`config.mk`:
```
export PLATFORM = sky130hd
export DESIGN_NAME = auto_reload_pwm_timer
export DESIGN_NICKNAME = d
export VERILOG_FILES = /design/src/core/auto_reload_pwm_timer.v
export VERILOG_INCLUDE_DIRS = /design/src /design/src/core
export SDC_FILE = /design/constraint.sdc
export NUM_CORES = 1
export LEC_CHECK = 0
export ABC_AREA = 1
export BUFFER_PORTS_ARGS = -buffer_cell sky130_fd_sc_hd__buf_2
export CAP_MARGIN = 20
export CORE_AREA = 2 2 122 124
export DETAILED_ROUTE_END_ITERATION = 7
export DIE_AREA = 0 0 124 126
export GPL_ROUTABILITY_DRIVEN = 0
export PLACE_DENSITY = 0.8
export SLEW_MARGIN = 20
export SYNTH_ARGS = -nofsm -noshare
export SYNTH_HDL_FRONTEND = slang
export SYNTH_SLANG_ARGS = --single-unit
```
`constraint.sdc`:
```
create_clock -name mclk_in -period 4.6 [get_ports mclk_in]
set_clock_uncertainty 0.1 [all_clocks]
set_input_delay 0.46 -clock mclk_in [delete_from_list [all_inputs] [get_ports mclk_in]]
set_output_delay 0.46 -clock mclk_in [all_outputs]
set_load 0.01 [all_outputs]
```
`src/core/art_timer_defines.vh`:
```
// Register offsets, field positions and reset values of the PWM timer
// Included by the timer core; definitions only
`ifndef ART_TIMER_DEFINES_VH
`define ART_TIMER_DEFINES_VH
`define CSR_OFF 12'h000
`define CAR_OFF 12'h004
`define ARR_OFF 12'h008
`define PWM_CTRL_REG_OFF 12'h00C
`define DCR0_OFF 12'h010
`define ICCSR_OFF 12'h020
`define ICR0_OFF 12'h024
`define ICR1_OFF 12'h028
`define CTRL_OFF 12'h02C
`define CSR_CLOCK_SOURCE_SELECT 7
`define CSR_CC_HI 6
`define CSR_CC_LO 4
`define CSR_TCE 3
`define CSR_FORCE_RELOAD 2
`define CSR_OIE 1
`define CSR_OVF 0
`define RESET_BYTE 8'h00
`define PRESC_W 7
`endif

```
`src/core/auto_reload_pwm_timer.v`:
```
// 8-bit auto-reload PWM timer with prescaler, four PWM channels and
// two input captures, reached as an APB slave.
// Assumes ext clock, capture inputs and halt are synchronous to mclk_in.
//
// Overview of operation
// - Counter increments once per prescaler tap rising edge while running.
// - Software reads or writes the counter at any time.
// - Overflow reloads counter from reload register; prescaler untouched.
// - Divide select n picks prescaler tap, dividing input by 2^n.
// - Clock source select picks CPU clock or external clock pin.
// - Run bit cleared freezes prescaler and counter; set counts.
// - Reset clears counter, prescaler, selects CPU clock.
// - Force reload or counter write also clears prescaler; prescaler hidden.
// - Hidden compare registers load from duty registers at overflow.
// - Output enable drives channel pin push-pull with PWM.
// - All channels share one period, 256 minus reload.
// - Overflow sets pin to polarity; compare match restores opposite.
// - PWM generation stops during Halt mode.
// - Overflow sets flag; interrupt request when overflow enable set.
// - External mode flags overflow after 256 minus reload events.
// - Selected capture edge latches counter and sets capture flag.
// - Per-channel edge select and capture interrupt enable.
// - Capture register locked until read; read clears flag.
// - Capture interrupt held while flag and enable set.
// - Enabled capture edge during Halt raises wake request.
// - Reading control/status register clears overflow flag.
// - Force reload bit is write-only and reads zero.
//
// The APB interface to the registers and the placing of the registers were decided locally.
`include "art_timer_defines.vh"
`timescale 1ns/1ns
`default_nettype none
module auto_reload_pwm_timer #(
  parameter CHANNELS = 4,
  parameter CAPTURES = 2
) (
  input wire mclk_in,
  input wire rst_n_in,
  input wire psel_in,
  input wire penable_in,
  input wire pwrite_in,
  input wire [11:0] paddr_in,
  input wire [31:0] pwdata_in,
  output reg [31:0] prdata_out,
  output wire pready_out,
  output wire pslverr_out,
  input wire external_clock_in,
  input wire halt_in,
  input wire [CAPTURES-1:0] capture_in,
  output reg [CHANNELS-1:0] pwm_out,
  output wire [CHANNELS-1:0] pwm_oe_out,
  output wire overflow_irq_out,
  output wire capture_irq_out,
  output wire wakeup_out
);
  reg [7:0] csr_q;
  reg [7:0] count_q;
  reg [7:0] reload_q;
  reg [7:0] pwm_ctrl_reg_q;
  reg [`PRESC_W-1:0] presc_q;
  reg ext_prev_q;
  reg [8*CHANNELS-1:0] duty_q;
  reg [8*CHANNELS-1:0] cmp_q;
  reg [CAPTURES-1:0] cap_flag_q;
  reg [CAPTURES-1:0] cap_ie_q;
  reg [CAPTURES-1:0] cap_edge_q;
  reg [CAPTURES-1:0] cap_prev_q;
  reg [8*CAPTURES-1:0] cap_val_q;
  wire wr;
  wire rd;
  wire tick_src;
  wire tick;
  wire ovf_ev;
  wire car_wr;
  wire csr_rd;
  wire force_reload_wr;
  wire csr_wr;

  function hit;
    input [11:0] a;
    input [11:0] off;
    begin
      hit = (a == off);
    end
  endfunction

  // tap n rises when the low n prescaler bits carry out
  function tap_carry;
    input [`PRESC_W-1:0] p;
    input [2:0] n;
    begin
      case (n)
        3'h0: begin
          tap_carry = 1'b1;
        end
        3'h1: begin
          tap_carry = p[0];
        end
        3'h2: begin
          tap_carry = &p[1:0];
        end
        3'h3: begin
          tap_carry = &p[2:0];
        end
        3'h4: begin
          tap_carry = &p[3:0];
        end
        3'h5: begin
          tap_carry = &p[4:0];
        end
        3'h6: begin
          tap_carry = &p[5:0];
        end
        3'h7: begin
          tap_carry = &p[6:0];
        end
        default: begin
          tap_carry = 1'b0;
        end
      endcase
    end
  endfunction

  // Register index of a byte address; 4'hF when unmapped
  function [3:0] reg_index;
    input [11:0] a;
    begin
      case (a)
        `CSR_OFF: reg_index = 4'h0;
        `CAR_OFF: reg_index = 4'h1;
        `ARR_OFF: reg_index = 4'h2;
        `PWM_CTRL_REG_OFF: reg_index = 4'h3;
        `DCR0_OFF: reg_index = 4'h4;
        `DCR0_OFF + 12'h004: reg_index = 4'h5;
        `DCR0_OFF + 12'h008: reg_index = 4'h6;
        `DCR0_OFF + 12'h00C: reg_index = 4'h7;
        `ICCSR_OFF: reg_index = 4'h8;
        `ICR0_OFF: reg_index = 4'h9;
        `ICR1_OFF: reg_index = 4'hA;
        default: reg_index = 4'hF;
      endcase
    end
  endfunction

  assign wr = psel_in & penable_in & pwrite_in;
  assign rd = psel_in & penable_in & ~pwrite_in;
  assign pready_out = 1'b1;
  assign pslverr_out = 1'b0;
  assign car_wr = wr & hit(paddr_in, `CAR_OFF);
  assign csr_rd = rd & hit(paddr_in, `CSR_OFF);
  assign csr_wr = wr & hit(paddr_in, `CSR_OFF);
  assign force_reload_wr = csr_wr & pwdata_in[`CSR_FORCE_RELOAD];

  // source select: external pin rising edge or every CPU cycle
  assign tick_src = csr_q[`CSR_CLOCK_SOURCE_SELECT] ? (external_clock_in & ~ext_prev_q)
                                    : 1'b1;
  // count on the selected tap's edge; tap 0 is the input
  assign tick = csr_q[`CSR_TCE] & tick_src &
    tap_carry(presc_q, csr_q[`CSR_CC_HI:`CSR_CC_LO]);
  // overflow when the counter wraps past 8'hFF
  assign ovf_ev = tick & (count_q == 8'hFF);

  always @(posedge mclk_in or negedge rst_n_in) begin
    if (!rst_n_in) begin
      ext_prev_q <= 1'b0;
      cap_prev_q <= {CAPTURES{1'b0}};
    end else begin
      ext_prev_q <= external_clock_in;
      cap_prev_q <= capture_in;
    end
  end

  // Prescaler and counter
  always @(posedge mclk_in or negedge rst_n_in) begin
    if (!rst_n_in) begin
      // reset clears counter and prescaler, CPU clock
      presc_q <= {`PRESC_W{1'b0}};
      count_q <= `RESET_BYTE;
    end else if (car_wr) begin
      count_q <= pwdata_in[7:0];
      presc_q <= {`PRESC_W{1'b0}};
    end else if (force_reload_wr) begin
      // force reload loads counter and clears prescaler
      count_q <= reload_q;
      presc_q <= {`PRESC_W{1'b0}};
    end else if (csr_q[`CSR_TCE] & tick_src) begin
      // run bit gates prescaler and counter counting; cleared means frozen
      presc_q <= presc_q + 7'h01;
      if (ovf_ev) begin
        count_q <= reload_q;
      end else if (tick) begin
        count_q <= count_q + 8'h01;
      end
    end
  end

  // Control/status register
  always @(posedge mclk_in or negedge rst_n_in) begin
    if (!rst_n_in) begin
      csr_q <= `RESET_BYTE;
    end else begin
      if (csr_wr) begin
        csr_q[7:1] <= {pwdata_in[7:3], 1'b0, pwdata_in[1]};
      end
      // set wins over the read clear
      if (ovf_ev) begin
        csr_q[`CSR_OVF] <= 1'b1;
      end else if (csr_rd) begin
        csr_q[`CSR_OVF] <= 1'b0;
      end
    end
  end

  // Reload value
  always @(posedge mclk_in or negedge rst_n_in) begin
    if (!rst_n_in) begin
      reload_q <= `RESET_BYTE;
    end else if (wr & hit(paddr_in, `ARR_OFF)) begin
      reload_q <= pwdata_in[7:0];
    end
  end

  // PWM enables and polarities
  always @(posedge mclk_in or negedge rst_n_in) begin
    if (!rst_n_in) begin
      pwm_ctrl_reg_q <= `RESET_BYTE;
    end else if (wr & hit(paddr_in, `PWM_CTRL_REG_OFF)) begin
      pwm_ctrl_reg_q <= pwdata_in[7:0];
    end
  end

  // capture edge select and interrupt enables
  always @(posedge mclk_in or negedge rst_n_in) begin
    if (!rst_n_in) begin
      cap_ie_q <= {CAPTURES{1'b0}};
      cap_edge_q <= {CAPTURES{1'b0}};
    end else if (wr & hit(paddr_in, `ICCSR_OFF)) begin
      cap_edge_q <= pwdata_in[2 +: CAPTURES];
      cap_ie_q <= pwdata_in[4 +: CAPTURES];
    end
  end

  // PWM channels
  genvar g;
  generate
    for (g = 0; g < CHANNELS; g = g + 1) begin : chan
      // Software side of the double buffer
      always @(posedge mclk_in or negedge rst_n_in) begin
        if (!rst_n_in) begin
          duty_q[8*g +: 8] <= 8'h00;
        end else if (wr &
          ({28'h000_0000, reg_index(paddr_in)} == 4 + g)) begin
          duty_q[8*g +: 8] <= pwdata_in[7:0];
        end
      end
      always @(posedge mclk_in or negedge rst_n_in) begin
        if (!rst_n_in) begin
          cmp_q[8*g +: 8] <= 8'h00;
          pwm_out[g] <= 1'b0;
        end else if (!halt_in) begin
          if (ovf_ev) begin
            cmp_q[8*g +: 8] <= duty_q[8*g +: 8];
            pwm_out[g] <= pwm_ctrl_reg_q[g];
          end else if (tick && (count_q + 8'h01) == cmp_q[8*g +: 8]) begin
            pwm_out[g] <= ~pwm_ctrl_reg_q[g];
          end
        end
      end
      assign pwm_oe_out[g] = pwm_ctrl_reg_q[4 + g];
    end
  endgenerate

  // Input capture
  generate
    for (g = 0; g < CAPTURES; g = g + 1) begin : cap
      wire edge_hit;
      wire val_rd;
      // edge select: 1 rising, 0 falling
      assign edge_hit = cap_edge_q[g] ? (capture_in[g] & ~cap_prev_q[g])
                                      : (~capture_in[g] & cap_prev_q[g]);
      assign val_rd = rd &
        ({28'h000_0000, reg_index(paddr_in)} == 9 + g);
      always @(posedge mclk_in or negedge rst_n_in) begin
        if (!rst_n_in) begin
          cap_flag_q[g] <= 1'b0;
          cap_val_q[8*g +: 8] <= 8'h00;
        end else if (edge_hit & ~cap_flag_q[g]) begin
          cap_val_q[8*g +: 8] <= count_q;
          cap_flag_q[g] <= 1'b1;
        end else if (val_rd) begin
          // read releases lock and clears flag
          cap_flag_q[g] <= 1'b0;
        end
      end
    end
  endgenerate

  assign overflow_irq_out = csr_q[`CSR_OVF] & csr_q[`CSR_OIE];
  assign capture_irq_out = |(cap_flag_q & cap_ie_q);
  // enabled capture edge wakes from halt
  assign wakeup_out = halt_in & capture_irq_out;

  // Read data muxed from registers; zero wait states
  always @* begin
    prdata_out = 32'h0000_0000;
    case (reg_index(paddr_in))
      4'h0: prdata_out[7:0] = csr_q;
      4'h1: prdata_out[7:0] = count_q;
      4'h2: prdata_out[7:0] = reload_q;
      4'h3: prdata_out[7:0] = pwm_ctrl_reg_q;
      4'h4: prdata_out[7:0] = duty_q[7:0];
      4'h5: prdata_out[7:0] = duty_q[15:8];
      4'h6: prdata_out[7:0] = duty_q[23:16];
      4'h7: prdata_out[7:0] = duty_q[31:24];
      4'h8: prdata_out[7:0] = {2'h0, cap_ie_q, cap_edge_q, cap_flag_q};
      4'h9: prdata_out[7:0] = cap_val_q[7:0];
      4'hA: prdata_out[7:0] = cap_val_q[15:8];
      default: prdata_out = 32'h0000_0000;
    endcase
  end
endmodule
`default_nettype wire

```
==> results of run 1 <==
-- cells by family (layout without fill, tap and decap cells) --
| group | Yosys count | after routing | share of synthesized area |
|---|---|---|---|
| buffers and inverters | 161 | 193 | 0.1062 |
| AND/OR/NAND/NOR | 440 | 440 | 0.2729 |
| XOR/XNOR | 9 | 9 | 0.01132 |
| AO/OA/AOI/OAI | 172 | 172 | 0.1308 |
| adder cells (fa/ha/maj) | 4 | 4 | 0.007185 |
| flip-flops | 131 | 131 | 0.4706 |
| other | 2 | 26 | 0.001078 |
-- area by class of cell --
type | instances | area (um2) | share of cell area
clock buffer | 19 | 432.9 | 0.05483
clock inverter | 13 | 207.7 | 0.02631
inverter | 107 | 406.6 | 0.05151
multi-input combinational | 651 | 3045 | 0.3857
sequential | 131 | 3278 | 0.4152
tap | 184 | 230.2 | 0.02916
timing repair buffer | 54 | 294.0 | 0.03724
-- path summary, 6_finish.rpt --
check | from | end | slack [ns] | cells past startpoint
max | paddr_in[7] | prdata_out[2] | 1.61 | 8
min | rst_n_in | cmp_q[25] | 0.05 | 1
max reg2reg | presc_q[0] | count_q[6] | 1.95 | 13
min reg2reg | duty_q[24] | duty_q[24] | 0.38 | 2
max in group asynchronous | rst_n_in | duty_q[12] | 3.40 | 2
min in group mclk_in | external_clock_in | ext_prev_q | 0.05 | 1
-- state kept, by name, indices dropped and copies added, names as in the netlist, 4 cells and up --
signal          flops
cap_val_q          16
cmp_q              32
count_q             8
csr_q               7
duty_q             32
presc_q             7
pwm_ctrl_reg_q      8
pwm_out             4
reload_q            8
-- synthesized netlist by cell type (2+ instances only) --
library cell	count	area share
buf_2	8	0.0057
o22ai_1	15	0.013
xor2_1	8	0.010
clkbuf_1	15	0.0081
nor3_1	2	0.0014
nand2_4	2	0.0032
o21ai_0	126	0.091
nand3_1	71	0.051
buf_4	30	0.032
a221oi_1	2	0.0025
a211oi_1	5	0.0054
nor2_1	66	0.036
inv_1	103	0.056
nand4_1	9	0.0081
nor2_2	5	0.0045
a21oi_1	19	0.014
nand3b_1	16	0.017
dfrtp_1	131	0.47
nand2_1	263	0.14
conb_1	2	0.0011
ha_1	4	0.0072
inv_2	2	0.0011
o21ai_1	2	0.0014
-- power groups by stage --
stage                     combinational [mW]  sequential (mW)  clock (mW)
after CTS                              0.120             1.18        1.48
after global placement                 0.116             1.20           0
after global routing                   0.137             1.18        1.53
after detailed placement               0.119             1.20           0
after floorplan                       0.0778             1.20           0
final                                  0.119             1.18        1.47
-- stage by stage --
| step | setup slack [ns] | cell area (um2) |
|---|---|---|
| 2_1_floorplan | 2.424 | 7056 |
| 3_3_place_gp | 1.689 | 7247 |
| 3_5_place_dp | 1.588 | 7247 |
| 4_1_cts | 1.505 | 7888 |
| 5_1_grt | 1.537 | 7895 |
| 6_report | 1.613 | 7895 |
-- layer usage --
layer  share of wire  vias to the layer above  GRT usage
li1                -                     3011          -
met3           0.085                       66    0.06658
met4           0.049                        0     0.1421
met5               0                        -          0
met2            0.46                      313     0.3930
met1            0.40                     2931     0.3247
-- critical path: stages --
cell and delay, ns:
buf_2 0.09, or2_4 0.26, nor3_2 0.63, nand2_1 0.33
o22ai_1 0.28, nor2_1 0.08, nand4_1 0.13, buf_2 0.15
==> metrics.json, run 1 <==
{
  "outcome": {
    "outcome": "completed"
  },
  "worst_setup_path": {
    "worst_setup_path_start_kind": "input port",
    "arrival_ns": 2.43,
    "worst-path-max-fanout": 10,
    "worstSetupEndpointType": "primary output",
    "timing.critical_path.required_ns": 4.04,
    "setup.worst_path.class": "in2out"
  },
  "placed_design": {
    "placedCellCount": 1127,
    "number_of_port_buffers": 47,
    "dp.final_hpwl_um": 13320
  },
  "hold_path": {
    "hold_class": "in2async"
  },
  "drt": {
    "num_vias": 6321,
    "finalWirelength_um": 18580,
    "antenna_violating_nets_post_route": 0,
    "dr.pass1.iters": 5,
    "routed_wire_length_per_instance_um": 16.03,
    "drc": 0,
    "ratio_of_routed_vias_to_standard_cells": 5.454,
    "drt_iter0_markers": 498
  },
  "power_and_ir_drop": {
    "power.switching_fraction": 0.2212,
    "static_leak_nw": 3.736,
    "vdd_ir_drop_max_mv": 0.3080,
    "p_int_mw": 2.160,
    "seqPwrFrac": 0.426,
    "combinationalPowerShare": 0.043,
    "p_total_mw": 2.773,
    "clockPowerShare": 0.531,
    "powerDensity_mw_per_mm2": 351.3,
    "p_sw_mw": 0.6136
  },
  "cells_and_area": {
    "layout_commonest_cell": "nand2_1",
    "layout-drive-gt1-share": 0.1036,
    "most-common-layout-cells": "nand2_1 (263), dfrtp_1 (131), o21ai_0 (126)",
    "antenna-diode-count": 0,
    "finalCoreUtilization": 0.5516,
    "final_cell_count_no_fill": 1159,
    "filler_cell_count": 1299,
    "syn_to_final_growth_pct": 13.35,
    "fin_nets": 1019
  },
  "timing": {
    "timing.hold.ws_ns": 0.04624,
    "rsz0062_at_grt": "false",
    "drv_slew": 0,
    "max_slew.worst_pin.slew_ns": 0.9673,
    "hold_viol": 0,
    "setup_viol": 0,
    "max_slew_margin": 0.3551,
    "min_period_over_period": 0.6494,
    "timing.fmax_mhz": 334.7,
    "setup_tns_ns": 0,
    "layout_min_cycle_time_ns": 2.987
  },
  "floorplan": {
    "floorplan.die.width_um": 124,
    "top_level_ports": 98,
    "die_height_um": 126,
    "dieArea_mm2": 0.01562,
    "core_area_mm2": 0.01431,
    "floorplan.rows": 44,
    "initial_utilization": 0.4866
  },
  "global_route": {
    "total_routing_resource_utilization_after_global_routing": 0.2547,
    "grt_pass1_wl_um": 30200,
    "grt-ovfl-total": 0,
    "pin_count_of_the_biggest_net_entering_global_routing": 108,
    "antenna_found_initial": 0,
    "grt_pass1_vias": 5970
  },
  "synth": {
    "synth_cell_type_count": 36,
    "yosysWarningCount": 0,
    "post_synth.cell_area_avg_um2": 7.579,
    "synth_seq_area_share": 0.4706,
    "synthesis.area_mm2": 0.006965,
    "post_synth_edffs": 0,
    "yosys_most_used_dff": "dfrtp_1",
    "synth_seq_cells": 131,
    "syn-instance-count": 919,
    "synthArstFlopShare": 1.000
  },
  "clock_tree": {
    "post-cts-setup-buffer-count": 0,
    "cts.sink_count": 131,
    "clock_tree.buffer_depth": 2,
    "cts_root_buf": "clkbuf_16",
    "cts_inserted_buffers": 17,
    "cts_max_level": 4,
    "clkTransAtPathRegs_ns": 0.05,
    "cts.hold.buffers_added": 0,
    "cts_tree": "yes",
    "clk_latency_ns": 0.43,
    "cts_resized": 0
  },
  "run": {
    "timing.max_cap.violations": 0
  }
}
No activity file was read; power rests on OpenSTA's default activity.
==> run 2, diff against run 1 <==
PLACE_DENSITY = 0.82   (was 0.8)
clock period = 2.7 ns   (was 4.6 ns; I/O delays follow)
==> run 2 against run 1 <==
Combinational power grew 82%. Cell area grew 1.6%. Clock power grew 73%. Critical path type unchanged.
==> metrics.json, run 2 (synthesis results as in run 1) <==
{
  "hold_path": {
    "hold_class": "in2reg",
    "min_path_cells": 3
  },
  "timing": {
    "max_slew.worst_pin.slew_ns": 0.7825,
    "min_period_over_period": 0.8973,
    "setup_tns_ns": 0,
    "rsz0062_at_grt": "false",
    "hold_viol": 0,
    "setup_viol": 0,
    "layout_min_cycle_time_ns": 2.423,
    "timing.hold.ws_ns": 0.1460,
    "drv_slew": 0,
    "max_slew_margin": 0.4769,
    "layout_setup_ws_ns": 0.2773,
    "timing.fmax_mhz": 412.8
  },
  "power_and_ir_drop": {
    "p_int_mw": 3.743,
    "seqPwrFrac": 0.422,
    "power.switching_fraction": 0.2158,
    "static_leak_nw": 3.816,
    "p_sw_mw": 1.030,
    "vdd_ir_drop_max_mv": 0.4869,
    "combinationalPowerShare": 0.046,
    "clockPowerShare": 0.532,
    "powerDensity_mw_per_mm2": 595.1
  },
  "global_route": {
    "pin_count_of_the_biggest_net_entering_global_routing": 65,
    "grt_pass1_vias": 6497,
    "grt_pass1_wl_um": 32950,
    "grt-ovfl-total": 0,
    "total_routing_resource_utilization_after_global_routing": 0.2762,
    "antenna_found_initial": 0
  },
  "drt": {
    "route.met2.wl_um": 9446,
    "highest-signal-layer": "met4",
    "routed_wire_length_per_instance_um": 17.12,
    "dr.pass1.iters": 5,
    "m1WireLength_um": 7597,
    "drt_iter0_markers": 747,
    "drc": 0,
    "finalWirelength_um": 20030,
    "ratio_of_routed_vias_to_standard_cells": 5.579,
    "num_vias": 6527,
    "met3_length_um": 1959,
    "antenna_violating_nets_post_route": 0
  },
  "cells_and_area": {
    "filler_cell_count": 1231,
    "registers_with_the_most_flip_flops": "cmp_q x32, duty_q x32, cap_val_q x16",
    "finalCoreUtilization": 0.5603,
    "layout-drive-gt1-share": 0.1116,
    "final_cell_count_no_fill": 1170,
    "most-common-layout-cells": "nand2_1 (262), dfrtp_1 (131), o21ai_0 (126)",
    "multiInputGateArea_mm2": 0.003040,
    "layout_commonest_cell": "nand2_1",
    "fin_nets": 1030,
    "antenna-diode-count": 0,
    "syn_to_final_growth_pct": 15.14,
    "layout.area.seq_mm2": 0.003278
  },
  "worst_setup_path": {
    "timing.critical_path.required_ns": 2.33,
    "timing.reg2reg.worst_path_depth": 12,
    "worst_setup_path_start_kind": "input port",
    "worstSetupEndpointType": "primary output",
    "worst-path-max-fanout": 8,
    "arrival_ns": 2.05,
    "setup.worst_path.class": "in2out"
  },
  "clock_tree": {
    "clkTransAtPathRegs_ns": 0.06,
    "cts_root_buf": "clkbuf_16",
    "cts.sink_count": 131,
    "cts_max_level": 4,
    "cts_inserted_buffers": 17,
    "clock_tree.buffer_depth": 2,
    "cts_tree": "yes",
    "clk_latency_ns": 0.43
  },
  "floorplan": {
    "die_height_um": 126,
    "dieArea_mm2": 0.01562,
    "core_area_mm2": 0.01431,
    "floorplan.die.width_um": 124,
    "floorplan.rows": 44,
    "top_level_ports": 98,
    "initial_utilization": 0.4866
  },
  "placed_design": {
    "dp_slack_ns": 0.3395,
    "placedCellCount": 1134,
    "number_of_port_buffers": 47,
    "dp.final_hpwl_um": 13790
  },
  "run": {
    "timing.max_cap.violations": 0
  },
  "outcome": {
    "outcome": "completed"
  }
}
## run 2: changes by cell type in the layout (fill, tap and decap cells not counted), moves of 2 or more
| cell | before | now |
|---|---|---|
| buf_4 | 7 | 13 |
| clkbuf_8 | 0 | 6 |
| dlygate4sd3_1 | 0 | 4 |
| buf_12 | 0 | 2 |
| clkinvlp_4 | 4 | 2 |
## run 2: per-layer routing
metal / global-route usage / vias up
li1: - / 3035
met1: 0.3473 / 3017
met2: 0.4373 / 386
met3: 0.06703 / 89
met4: 0.1494 / 0
met5: 0 / -
## run 2: metrics by stage
stage	instance area (um2)	total power [mW]
after global routing	8020	4.884
after CTS	8018	4.762
final	8020	4.773
after global placement	7321	2.247
after detailed placement	7321	2.256
after floorplan	7056	2.174
## run 2: what timing repair did
item | in CTS | in global routing
setup endpoints to repair | 0 | 1
resized for setup | 0 | 1
hold endpoints to repair | 46 | 0
buffers inserted | 0 | 0
hold buffers | 4 | 0
## run 2: final timing paths
path | from | to | slack [ns]
min reg2reg | duty_q[24] | duty_q[24] | 0.38
max in group asynchronous | rst_n_in | count_q[7] | 1.49
min | pwdata_in[7] | csr_q[7] | 0.15
max reg2reg | count_q[1] | pwm_out[2] | 0.33
max | paddr_in[7] | prdata_out[0] | 0.28
min in group asynchronous | rst_n_in | cap_flag_q[0] | 0.30
## run 2: layout make-up
class                           count  share of cell area
Clock buffer                       24             0.06381
Clock inverter                      8             0.01810
Inverter                          107             0.05070
Multi-Input combinational cell    651              0.3791
Sequential cell                   131              0.4087
Tap cell                          184             0.02871
Timing Repair Buffer               65             0.05086
## run 2: power by group through the flow
stage / combinational [mW] / sequential (mW) / clock [mW]
floorplan: 0.133 / 2.04 / 0
global placement: 0.203 / 2.04 / 0
detailed placement: 0.209 / 2.05 / 0
CTS: 0.215 / 2.01 / 2.53
global route: 0.247 / 2.02 / 2.62
finish: 0.217 / 2.01 / 2.54
## run 2: critical path: stages
cell and delay, ns:
buf_2 0.10, or2_4 0.27, nor3_4 0.29, nand2_1 0.38, o22ai_1 0.31, nor2_1 0.13, nand3_1 0.14, buf_2 0.16
